[src/shared/dbd_pkg.sv]
// Purpose: Constants and carrier types for the DMA block-done status block.
// Assumes: 32-bit APB, one clock, synchronous active-high reset.
// Notes:   Register offsets are byte addresses.
package dbd_pkg;

  localparam int unsigned NUM_CHAN = 32;

  localparam logic [11:0] MASK_OFFSET   = 12'h0000;
  localparam logic [11:0] STATUS_OFFSET = 12'h0004;

  localparam logic [31:0] STATUS_RESET = 32'h0000_0000;
  localparam logic [31:0] MASK_RESET   = 32'h0000_0000;
  localparam logic [31:0] READ_ZERO    = 32'h0000_0000;

  typedef struct packed {
    logic        psel;
    logic        penable;
    logic        pwrite;
    logic [11:0] paddr;
    logic [31:0] pwdata;
  } dbd_apb_req_t;

  typedef struct packed {
    logic        pready;
    logic        pslverr;
    logic [31:0] prdata;
  } dbd_apb_rsp_t;

  typedef struct packed {
    logic [31:0] status;
    logic [31:0] mask;
    logic [31:0] rdata;
    logic        slverr;
    logic        irq;
  } dbd_state_t;

endpackage

[src/logic/dbd_block_done.sv]
// Purpose: Per-channel block-completion flags with write-one-to-clear and interrupt mask.
// Assumes: Completion pulses come from logic on ref_clk; APB slave inserts one wait state.
// Notes:   A completion and a clearing write in the same cycle leave the flag set.
//
// Summary of operation
// One flag per channel, channel N bit N.
// Completion sets flag; it stays until cleared.
// Read returns one once transfer has completed.
// Flags reset to zero; write one clears.
// Mask bit zero blocks interrupt; one passes it.
// Write zero keeps flag; set beats clear.
`timescale 1ns/1ps
module dbd_block_done
  import dbd_pkg::*;
(
  input  wire logic               ref_clk,
  input  wire logic               rst,
  input  wire dbd_apb_req_t       apb_req,
  output dbd_apb_rsp_t            apb_rsp,
  input  wire logic [NUM_CHAN-1:0] chan_block_done,
  output logic [NUM_CHAN-1:0]     chan_block_done_flag,
  output logic                    block_done_irq
);

  dbd_state_t s_q;
  dbd_state_t s_d;

  logic        access;
  logic        wr_en;
  logic        rd_en;
  logic        hit_status;
  logic        hit_mask;
  logic [31:0] clr_bits;
  logic        ready_q;

  always_comb
  begin
    access     = apb_req.psel && apb_req.penable;
    // Writes land only at the edge where pready is sampled high, so a clear is applied once;
    // a completion in that same cycle survives it, one that arrived during the wait state is cleared.
    wr_en      = access && apb_req.pwrite && ready_q;
    rd_en      = access && !apb_req.pwrite;
    hit_status = (apb_req.paddr == STATUS_OFFSET);
    hit_mask   = (apb_req.paddr == MASK_OFFSET);
    clr_bits   = (wr_en && hit_status) ? apb_req.pwdata : READ_ZERO;

    s_d = s_q;
    // A new completion is ORed in after the clear so it is never lost.
    s_d.status = (s_q.status & ~clr_bits) | chan_block_done;
    if (wr_en && hit_mask)
    begin
      s_d.mask = apb_req.pwdata;
    end
    if (rd_en)
    begin
      if (hit_status)
      begin
        s_d.rdata = s_q.status;
      end
      else if (hit_mask)
      begin
        s_d.rdata = s_q.mask;
      end
      else
      begin
        s_d.rdata = READ_ZERO;
      end
    end
    s_d.slverr = access && !hit_status && !hit_mask;
    s_d.irq    = |(s_d.status & s_d.mask);

    if (rst)
    begin
      s_d.status = STATUS_RESET;
      s_d.mask   = MASK_RESET;
      s_d.rdata  = READ_ZERO;
      s_d.slverr = 1'b0;
      s_d.irq    = 1'b0;
    end
  end

  always_ff @(posedge ref_clk)
  begin
    s_q <= s_d;
  end

  // Read data is registered, so the access phase takes one wait cycle: pready rises when
  // the registered answer is valid, two cycles after setup.
  always_ff @(posedge ref_clk)
  begin
    if (rst)
    begin
      ready_q <= 1'b0;
    end
    else
    begin
      ready_q <= apb_req.psel && apb_req.penable && !ready_q;
    end
  end

  always_comb
  begin
    apb_rsp.pready  = ready_q;
    apb_rsp.pslverr = ready_q && s_q.slverr;
    apb_rsp.prdata  = s_q.rdata;
  end

  assign chan_block_done_flag = s_q.status;
  assign block_done_irq       = s_q.irq;

endmodule

[config.mk]
export PLATFORM = sky130hd
export DESIGN_NAME = dbd_block_done
export DESIGN_NICKNAME = d
export VERILOG_FILES = /design/src/shared/dbd_pkg.sv /design/src/logic/dbd_block_done.sv
export SDC_FILE = /design/constraint.sdc
export NUM_CORES = 1
export LEC_CHECK = 0
export ABC_AREA = 1
export BUFFER_PORTS_ARGS = -buffer_cell sky130_fd_sc_hd__clkbuf_2
export CAP_MARGIN = 20
export CORE_UTILIZATION = 30
export DETAILED_ROUTE_END_ITERATION = 12
export GPL_TIMING_DRIVEN = 0
export PLACE_DENSITY = 0.52
export SKIP_CTS_REPAIR_TIMING = 1
export SLEW_MARGIN = 10
export SYNTH_ARGS = -nofsm -noshare
export SYNTH_HDL_FRONTEND = slang
export SYNTH_SLANG_ARGS = --single-unit
[constraint.sdc]
create_clock -name ref_clk -period 2.45 [get_ports ref_clk]
set_input_delay 0.1225 -clock ref_clk [delete_from_list [all_inputs] [get_ports ref_clk]]
set_output_delay 0.1225 -clock ref_clk [all_outputs]
set_load 0.005 [all_outputs]
==> results of run 1 <==
-- worst min-delay path, cell delays in order --
cell      delay [ns]
clkbuf_2        0.08
inv_1           0.06
a21oi_1         0.06
-- per-layer routing --
| layer | up-vias | global-route usage, % | part of all wire [%] |
|---|---|---|---|
| li1 | 2652 | - | - |
| met1 | 2165 | 25.7 | 47 |
| met2 | 133 | 29.5 | 44 |
| met3 | 19 | 3.39 | 6.4 |
| met4 | 0 | 6.94 | 1.9 |
| met5 | - | 0 | 0 |
-- power by group --
group / switching, mW / internal (mW) / total, mW
sequential: 0.0470 / 1.67 / 1.72
clock: 0.643 / 0.791 / 1.43
combinational: 0.208 / 0.217 / 0.424
total: 0.898 / 2.68 / 3.58
-- kinds of logic (layout without fill, tap and decap cells) --
group                  after synthesis  count (layout)  share of synthesized area (%)
flip-flops                          99              99                           38.1
buffers and inverters              236             398                           22.9
AND/OR/NAND/NOR                    340             340                           27.7
AO/OA/AOI/OAI                       97              97                           11.3
-- state kept, by name, indices dropped and copies added, names as in the netlist --
register and flops:
s_q 33, apb_rsp 32, chan_block_done_flag 32, block_done_irq 1, ready_q 1
-- final timing paths --
| check | start | endpoint | cells after the start |
|---|---|---|---|
| worst max-delay path | ready_q$_SDFF_PP0_ | block_done_irq$_SDFF_PP0_ | 12 |
| worst min-delay path | chan_block_done[24] | chan_block_done_flag[24]$_SDFF_PP0_ | 3 |
| worst max register to register | ready_q$_SDFF_PP0_ | block_done_irq$_SDFF_PP0_ | 12 |
| worst min register to register | ready_q$_SDFF_PP0_ | ready_q$_SDFF_PP0_ | 1 |
-- through the flow --
stage,worst slack [ns],cells
after global placement,0.302,1138
after global routing,0.104,1154
final,0.308,1154
after floorplan,0.878,772
after detailed placement,0.316,1138
after CTS,0.325,1154
-- layout by cell type (no fill, tap or decap), drive strengths merged --
master | Yosys | final
nor4 | 1 | 1
clkinv | 2 | 7
bufinv | 0 | 1
a21oi | 33 | 33
inv | 132 | 133
o211ai | 38 | 38
nor3 | 7 | 7
buf | 82 | 82
nor2 | 58 | 58
clkbuf | 20 | 175
nand4 | 31 | 31
o21ai | 26 | 26
dfxtp | 99 | 99
nand2 | 215 | 215
nand3 | 28 | 28
-- area by class of cell --
| cell class | count | area [µm²] |
|---|---|---|
| inverters | 134 | 503 |
| plain buffers | 102 | 686 |
| repair buffers | 146 | 731 |
| clock inverters | 7 | 67.6 |
| flip-flops and latches | 99 | 1980 |
| multi-input cells | 437 | 2030 |
| fillers | 1892 | 10300 |
| clock buffers | 9 | 225 |
| well taps | 220 | 275 |
==> results.json, run 1 <==
{
  "cellPowerDensity_nw_per_um2": 551,
  "seq_area_frac_synth_pct": 38.1,
  "die_x_um": 134,
  "fp.dieArea_um2": 17900,
  "max-clock-path-buffers": 2,
  "synthTopCellsByCount": "215 x nand2_1, 128 x inv_1, 99 x dfxtp_1",
  "hold_path.class": "input port to flop",
  "drt_pre_antenna_iters": 4,
  "ys_types": 22,
  "port_buffers": 146,
  "utilization_pct": 38.8,
  "detail-route-antenna-nets": 0,
  "hold_viol_final": 0,
  "fin_worst_skew_ns": 0.00647,
  "dp_hpwl_mm": 11.9,
  "syn_avg_cell_area_um2": 6.73,
  "drc_errors": 0,
  "cts_root_buf": "clkbuf_16",
  "synth_nets": 853,
  "core_region_area_um2": 16800,
  "finalSetupTns_ns": 0,
  "crit_slowest_cell": "buf_2",
  "power_mw": 3.58,
  "crit_chain": "nand2_1 > nor2_2 > buf_2 > nand4_1 > nand2_1 > nand2_1 > nand2_1 > nand2_1 > nor2_1 > nand2_1 > nor2_1 > a21oi_1",
  "syn_area_um2": 5200,
  "grt_pass1_wl_mm": 25.3,
  "endpoint_kind": "flop",
  "cts_buffers": 9,
  "synth_warnings": 0,
  "grt_pass1_vias": 4739,
  "synthTopCellsByArea": "dfxtp_1 38%, nand2_1 16%, buf_4 9.4%",
  "syn_to_final_growth_pct": 25.0,
  "ios": 148,
  "crit_path_start_kind": "flop",
  "htree_levels": 3,
  "critPathRequiredTime_ns": 2.66,
  "leakagePower_nw": 3.40,
  "synth_flop_cell": "dfxtp_1",
  "routabilityCongestion": 0.778,
  "initial_core_util_pct": 31.0,
  "synth_most_common_cell": "nand2_1",
  "async_flop_share_pct": 0,
  "drtIter0Drc": 247,
  "grt_use_total_pct": 18.8,
  "crit_top_cell": "nand2_1",
  "synthCells": 772,
  "maxCapViolCount": 0,
  "viasPerCell": 4.31,
  "grt_remaining_overflow": 0,
  "finalNetCount": 1010,
  "ir_drop_uv": 357,
  "crit_buf_inv": 1,
  "setup_viol": 0,
  "grt_antenna_before_repair": 0,
  "crit_type": "flop to flop",
  "clock_latency_ns": 0.35,
  "wire_per_inst_um": 14.0,
  "die-height_um": 134,
  "synth_top_area_share_pct": 38.1,
  "status": "finished, final reports clean",
  "cp.arrival_ns": 2.35,
  "vias": 4969,
  "drive_gt1_share_pct": 27.8,
  "clock_sinks": 99,
  "rows": 47,
  "drv_slew": 0,
  "place_area_um2": 6200,
  "clk_pin_slew_ns": 0.07,
  "period_share_pct": 87.4,
  "critical-path-top-delay-family": "simple AND/OR/NAND/NOR gates",
  "rsz0062_at_grt": "no",
  "max_stage_delay_ns": 0.38,
  "min_period_ns": 2.14,
  "synth_area_leader_cell": "dfxtp_1",
  "routed_wl_mm": 16.2,
  "whs_ns": 0.0113,
  "fmax_mhz": 467,
  "cp_max_fo": 10,
  "synth-edff-count": 0,
  "grt_start_max_net_pins": 17,
  "rrSetupSlack_ns": 0.31,
  "final_area_um2": 6500,
  "tightestPinTransition_ns": 0.882,
  "cts_tree": "yes",
  "relSlewSlack_pct": 41.0,
  "ys_ff_latch": 99,
  "n_antenna_cell": 0
}
Power figures use the tool's default switching activity.
==> run 2: changes to the inputs <==
--- a/config.mk
+++ b/config.mk
@@ -12,6 +12,7 @@
 export DETAILED_ROUTE_END_ITERATION = 12
 export GPL_TIMING_DRIVEN = 0
 export PLACE_DENSITY = 0.52
+export SETUP_SLACK_MARGIN = 0.5
 export SKIP_CTS_REPAIR_TIMING = 1
 export SLEW_MARGIN = 10
 export SYNTH_ARGS = -nofsm -noshare
==> run 2 against run 1 <==
Compared with the run above:
- worst setup slack better by 0.28 ns
- critical path depth is 1 higher
- sequential power hardly changed
- non-clock buffer count is 4 higher
- combinational power is 0.9% higher
- sequential share of layout area is 0.46 points lower
- clock skew hardly changed
- total power hardly changed
- global-route usage stayed put
- register-to-register slack better by 0.28 ns
- fmax is 15% higher
==> results.json, run 2 (synthesized netlist as in run 1, its figures left out) <==
{
  "status": "finished, final reports clean",
  "grt_pass1_wl_mm": 25.3,
  "setup_viol": 0,
  "max-clock-path-buffers": 2,
  "syn_to_final_growth_pct": 27.0,
  "clock_sinks": 99,
  "relSlewSlack_pct": 43.2,
  "crit_type": "flop to flop",
  "tightestPinTransition_ns": 0.849,
  "core_region_area_um2": 16800,
  "maxCapViolCount": 0,
  "cts_root_buf": "clkbuf_16",
  "place_area_um2": 6200,
  "dp_hpwl_mm": 11.9,
  "cts_buffers": 9,
  "setup_ws_ns": 0.590,
  "port_buffers": 146,
  "period_share_pct": 75.9,
  "final_area_um2": 6600,
  "power_mw": 3.58,
  "drtIter0Drc": 314,
  "layout_commonest_cell": "nand2_1",
  "drt_pre_antenna_iters": 4,
  "grt_remaining_overflow": 0,
  "cellPowerDensity_nw_per_um2": 542,
  "critPathRequiredTime_ns": 2.66,
  "hold_viol_final": 0,
  "ir_drop_uv": 365,
  "routabilityCongestion": 0.778,
  "rrSetupSlack_ns": 0.59,
  "ios": 148,
  "r2r_cells": 13,
  "hold_depth": 3,
  "routed_wl_mm": 16.3,
  "endpoint_kind": "flop",
  "rsz0062_at_grt": "yes",
  "vias": 5042,
  "finalSetupTns_ns": 0,
  "grt_start_max_net_pins": 17,
  "rows": 47,
  "drive_gt1_share_pct": 28.8,
  "reg2reg_from": "ready_q$_SDFF_PP0_",
  "cts_tree": "yes",
  "cp.arrival_ns": 2.07,
  "drc_errors": 0,
  "leakagePower_nw": 3.43,
  "crit_path_start_kind": "flop",
  "rr_endpoint": "block_done_irq$_SDFF_PP0_",
  "die_x_um": 134,
  "fp.dieArea_um2": 17900,
  "grt_antenna_before_repair": 1,
  "dp_slack_ns": 0.316,
  "fin_worst_skew_ns": 0.00609,
  "utilization_pct": 39.4,
  "initial_core_util_pct": 31.0,
  "clock_latency_ns": 0.35,
  "wire_per_inst_um": 14.1,
  "finalNetCount": 1015,
  "min_period_ns": 1.86,
  "final_cell_mix": "215 x nand2_1, 146 x clkbuf_2, 128 x inv_1, 98 x dfxtp_1, 69 x buf_4",
  "min-delay-start": "chan_block_done[27]",
  "clk_pin_slew_ns": 0.07,
  "grt_use_total_pct": 18.8,
  "die-height_um": 134,
  "grt_pass1_vias": 4739,
  "largest_reg_flops": 33,
  "hold_path.class": "input port to flop",
  "top_register": "s_q",
  "whs_endpoint": "chan_block_done_flag[27]$_SDFF_PP0_",
  "htree_levels": 3,
  "cp_max_fo": 10,
  "fillers": 1889,
  "viasPerCell": 4.35,
  "fmax_mhz": 538,
  "drv_slew": 0,
  "detail-route-antenna-nets": 0
}
==> run 2: cell count changes in the layout (fill, tap and decap cells not counted), sizes merged <==
cell	previous run	this run
buf	82	86
diode	0	1
nand3	28	29
==> run 2: layout make-up <==
class / count / area (µm²) / area share, %
Clock inverter: 7 / 67.6 / 1.02
Timing Repair Buffer: 150 / 773 / 11.7
Sequential cell: 99 / 1980 / 30.0
Tap cell: 220 / 275 / 4.17
Buffer: 102 / 709 / 10.7
Clock buffer: 9 / 225 / 3.41
Multi-Input combinational cell: 438 / 2060 / 31.2
Antenna cell: 1 / 2.50 / 0.0379
Inverter: 134 / 503 / 7.62
==> run 2: worst max-delay path by stage <==
| stage | from | to | cells after the start |
|---|---|---|---|
| 2_1_floorplan | ready_q$_SDFF_PP0_ | block_done_irq$_SDFF_PP0_ | 12 |
| 3_3_place_gp | ready_q$_SDFF_PP0_ | block_done_irq$_SDFF_PP0_ | 12 |
| 3_5_place_dp | apb_req[45] | apb_rsp[7]$_SDFFE_PP0P_ | 7 |
| 4_1_cts | ready_q$_SDFF_PP0_ | block_done_irq$_SDFF_PP0_ | 12 |
| 5_1_grt | ready_q$_SDFF_PP0_ | block_done_irq$_SDFF_PP0_ | 13 |
| 6_report | ready_q$_SDFF_PP0_ | block_done_irq$_SDFF_PP0_ | 13 |
==> run 2: worst max-delay path: stages (launching register included) <==
cell     delay, ns
dfxtp_2       0.35
nand2_1       0.08
nor2_4        0.13
buf_12        0.14
buf_4         0.21
nand4_1       0.11
nand2_1       0.09
nand2_1       0.06
nand2_1       0.07
nand2_1       0.07
nor2_1        0.15
nand2_1       0.08
nor2_1        0.10
a21oi_1       0.07
==> run 2: stage by stage <==
step,hold slack (ns),instances
finish,0.0102,1160
global route,0.0126,1160
CTS,-0.00192,1154
detailed placement,0.376,1138
global placement,0.373,1138
floorplan,0.277,772
==> run 2: where the power goes <==
part	switching (mW)	leakage (nW)	internal [mW]
Combinational	0.210	2.47	0.218
Clock	0.638	0.149	0.790
Sequential	0.0471	0.812	1.67
==> run 2: routing by layer <==
| layer | track usage (%) | vias to the layer above | wire length (µm) |
|---|---|---|---|
| li1 | - | 2668 | - |
| met1 | 25.7 | 2208 | 7710 |
| met2 | 29.5 | 145 | 7330 |
| met3 | 3.39 | 21 | 943 |
| met4 | 6.94 | 0 | 328 |
| met5 | 0 | - | 0 |
==> run 3: changes to the inputs <==
==> constraint.sdc (replaced) <==
create_clock -name ref_clk -period 1.8 [get_ports ref_clk]
set_input_delay 0.09 -clock ref_clk [delete_from_list [all_inputs] [get_ports ref_clk]]
set_output_delay 0.09 -clock ref_clk [all_outputs]
set_load 0.005 [all_outputs]
==> run 3 against run 2 <==
Compared with the run above:
- the run now ends with hold timing, setup timing left
- first-iteration DRC count decreased by 29%
- die area unchanged
- sequential share of layout area decreased by 2.7 points
- non-clock buffer count increased by 25
- register-to-register slack got worse by 0.65 ns
- combinational power increased by 46%
- routed wire length increased by 6.2%
- flip-flop and latch count unchanged
- hold slack got worse by 0.037 ns
- global-route usage decreased by 0.28 points
- critical path type unchanged
- largest cell class unchanged
- highest routed layer unchanged
==> results.json, run 3 (synthesized netlist as in run 1, its figures left out) <==
{
  "crit_type": "flop to flop",
  "highest_layer": "met4",
  "wire_per_inst_um": 14.7,
  "final_cells": 1182,
  "crit_path_start": "ready_q$_SDFF_PP0_",
  "detail-route-antenna-nets": 0,
  "viasPerCell": 4.37,
  "clock_power_share_pct": 39.5,
  "cts_buffers": 9,
  "grt_start_max_net_pins": 15,
  "setup_ws_ns": -0.0591,
  "rows": 47,
  "drive_gt1_share_pct": 35.7,
  "min_period_ns": 1.86,
  "grt_use_total_pct": 18.6,
  "period_share_pct": 103,
  "crit_path_start_kind": "flop",
  "dp_slack_ns": -0.382,
  "fmax_mhz": 538,
  "routabilityCongestion": 0.791,
  "cp.arrival_ns": 2.07,
  "ir_drop_uv": 480,
  "setup_viol": 1,
  "htree_levels": 3,
  "p_int_mw": 3.69,
  "cts_tree": "yes",
  "die_x_um": 134,
  "status": "finished, violations left",
  "n_antenna_cell": 0,
  "swShare_pct": 24.6,
  "vias": 5166,
  "relSlewSlack_pct": 53.9,
  "maxCapViolCount": 0,
  "grt_pass1_vias": 4542,
  "ios": 148,
  "layout_commonest_cell": "nand2_1",
  "clock_sinks": 99,
  "cp_max_fo": 5,
  "top_register": "s_q",
  "rr_endpoint": "block_done_irq$_SDFF_PP0_",
  "pwr-share-seq_pct": 47.8,
  "wl_met3_um": 888,
  "rsz0062_at_grt": "yes",
  "wl_met2_mm": 8.04,
  "fin_worst_skew_ns": 0.00553,
  "tightestPinTransition_ns": 0.692,
  "final_cell_mix": "200 x nand2_1, 149 x clkbuf_2, 125 x inv_1, 98 x dfxtp_1, 77 x buf_4",
  "drv_slew": 0,
  "syn_to_final_growth_pct": 39.8,
  "initial_core_util_pct": 31.0,
  "grt_antenna_before_repair": 0,
  "endpoint_kind": "flop",
  "drc_errors": 0,
  "drt_pre_antenna_iters": 4,
  "max-clock-path-buffers": 2,
  "dp_hpwl_mm": 11.8,
  "leakagePower_nw": 3.69,
  "hold_path.class": "input port to flop",
  "timing.critical_path.to": "block_done_irq$_SDFF_PP0_",
  "violations": "hold timing, setup timing",
  "drtIter0Drc": 224,
  "p_switching_mw": 1.21,
  "port_buffers": 146,
  "wirelength_met1_mm": 8.20,
  "cts_root_buf": "clkbuf_16",
  "clk_pin_slew_ns": 0.07,
  "whs_ns": -0.0266,
  "critPathRequiredTime_ns": 2.01,
  "cellPowerDensity_nw_per_um2": 674,
  "p_comb_share_pct": 12.8,
  "grt_remaining_overflow": 0,
  "hold_viol_final": 14,
  "clock_latency_ns": 0.35,
  "routed_wl_mm": 17.3,
  "r2r_cells": 13,
  "power_mw": 4.90,
  "largest_reg_flops": 33,
  "dpl.cell_count": 1138,
  "fp.dieArea_um2": 17900,
  "rrSetupSlack_ns": -0.06,
  "die-height_um": 134,
  "reg2reg_from": "ready_q$_SDFF_PP0_",
  "core_region_area_um2": 16800,
  "grt_pass1_wl_mm": 24.7,
  "finalNetCount": 1040
}
==> run 3: how the worst min path moves through the flow <==
stage                                   start                             endpoint  slack [ns]  cells after the start
after floorplan            chan_block_done[0]   chan_block_done_flag[0]$_SDFF_PP0_        0.24                      2
after global placement    chan_block_done[24]  chan_block_done_flag[24]$_SDFF_PP0_        0.34                      3
after detailed placement  chan_block_done[10]  chan_block_done_flag[10]$_SDFF_PP0_        0.34                      3
after CTS                 chan_block_done[27]  chan_block_done_flag[27]$_SDFF_PP0_       -0.03                      3
after global routing       chan_block_done[2]   chan_block_done_flag[2]$_SDFF_PP0_     -0.0002                      3
final                     chan_block_done[27]  chan_block_done_flag[27]$_SDFF_PP0_       -0.03                      3
==> run 3: routing by layer <==
layer	GRT usage, %	vias to the layer above
li1	-	2714
met1	25.8	2302
met2	29.3	135
met3	2.82	15
met4	5.93	0
met5	0	-
==> run 3: layout make-up <==
type	instances	area (µm²)
Multi-Input combinational cell	438	2360
Sequential cell	99	1990
Tap cell	220	275
Fill cell	1800	9490
Inverter	134	510
Timing Repair Buffer	175	1060
Clock buffer	12	246
Clock inverter	2	37.5
Buffer	102	793
==> run 3: worst max-delay path, stage by stage (launching register included) <==
cell	delay, ns
dfxtp_4	0.35
nand2_4	0.05
nor2_4	0.18
nand3_4	0.17
buf_12	0.18
buf_6	0.15
nor2_4	0.11
nor2_1	0.06
nand2_1	0.06
nand2_1	0.07
nor2_1	0.13
nand2_1	0.07
nor2_1	0.08
a21oi_1	0.06
==> run 3: power groups by stage <==
stage	Sequential (mW)	Combinational, mW	Clock [mW]
3_3_place_gp	2.39	0.585	0
4_1_cts	2.34	0.590	1.99
2_1_floorplan	2.37	0.333	0
6_report	2.34	0.625	1.93
3_5_place_dp	2.39	0.587	0
5_1_grt	2.35	0.695	2.08
==> run 3: metrics by stage <==
stage,utilization (%),instance area (µm²),TNS [ns]
finish,43.4,7270,-0.0591
global route,43.4,7270,-0.163
CTS,38.8,6500,-0.153
detailed placement,37.1,6220,-6.46
global placement,37.1,6220,-6.28
floorplan,-,5210,0
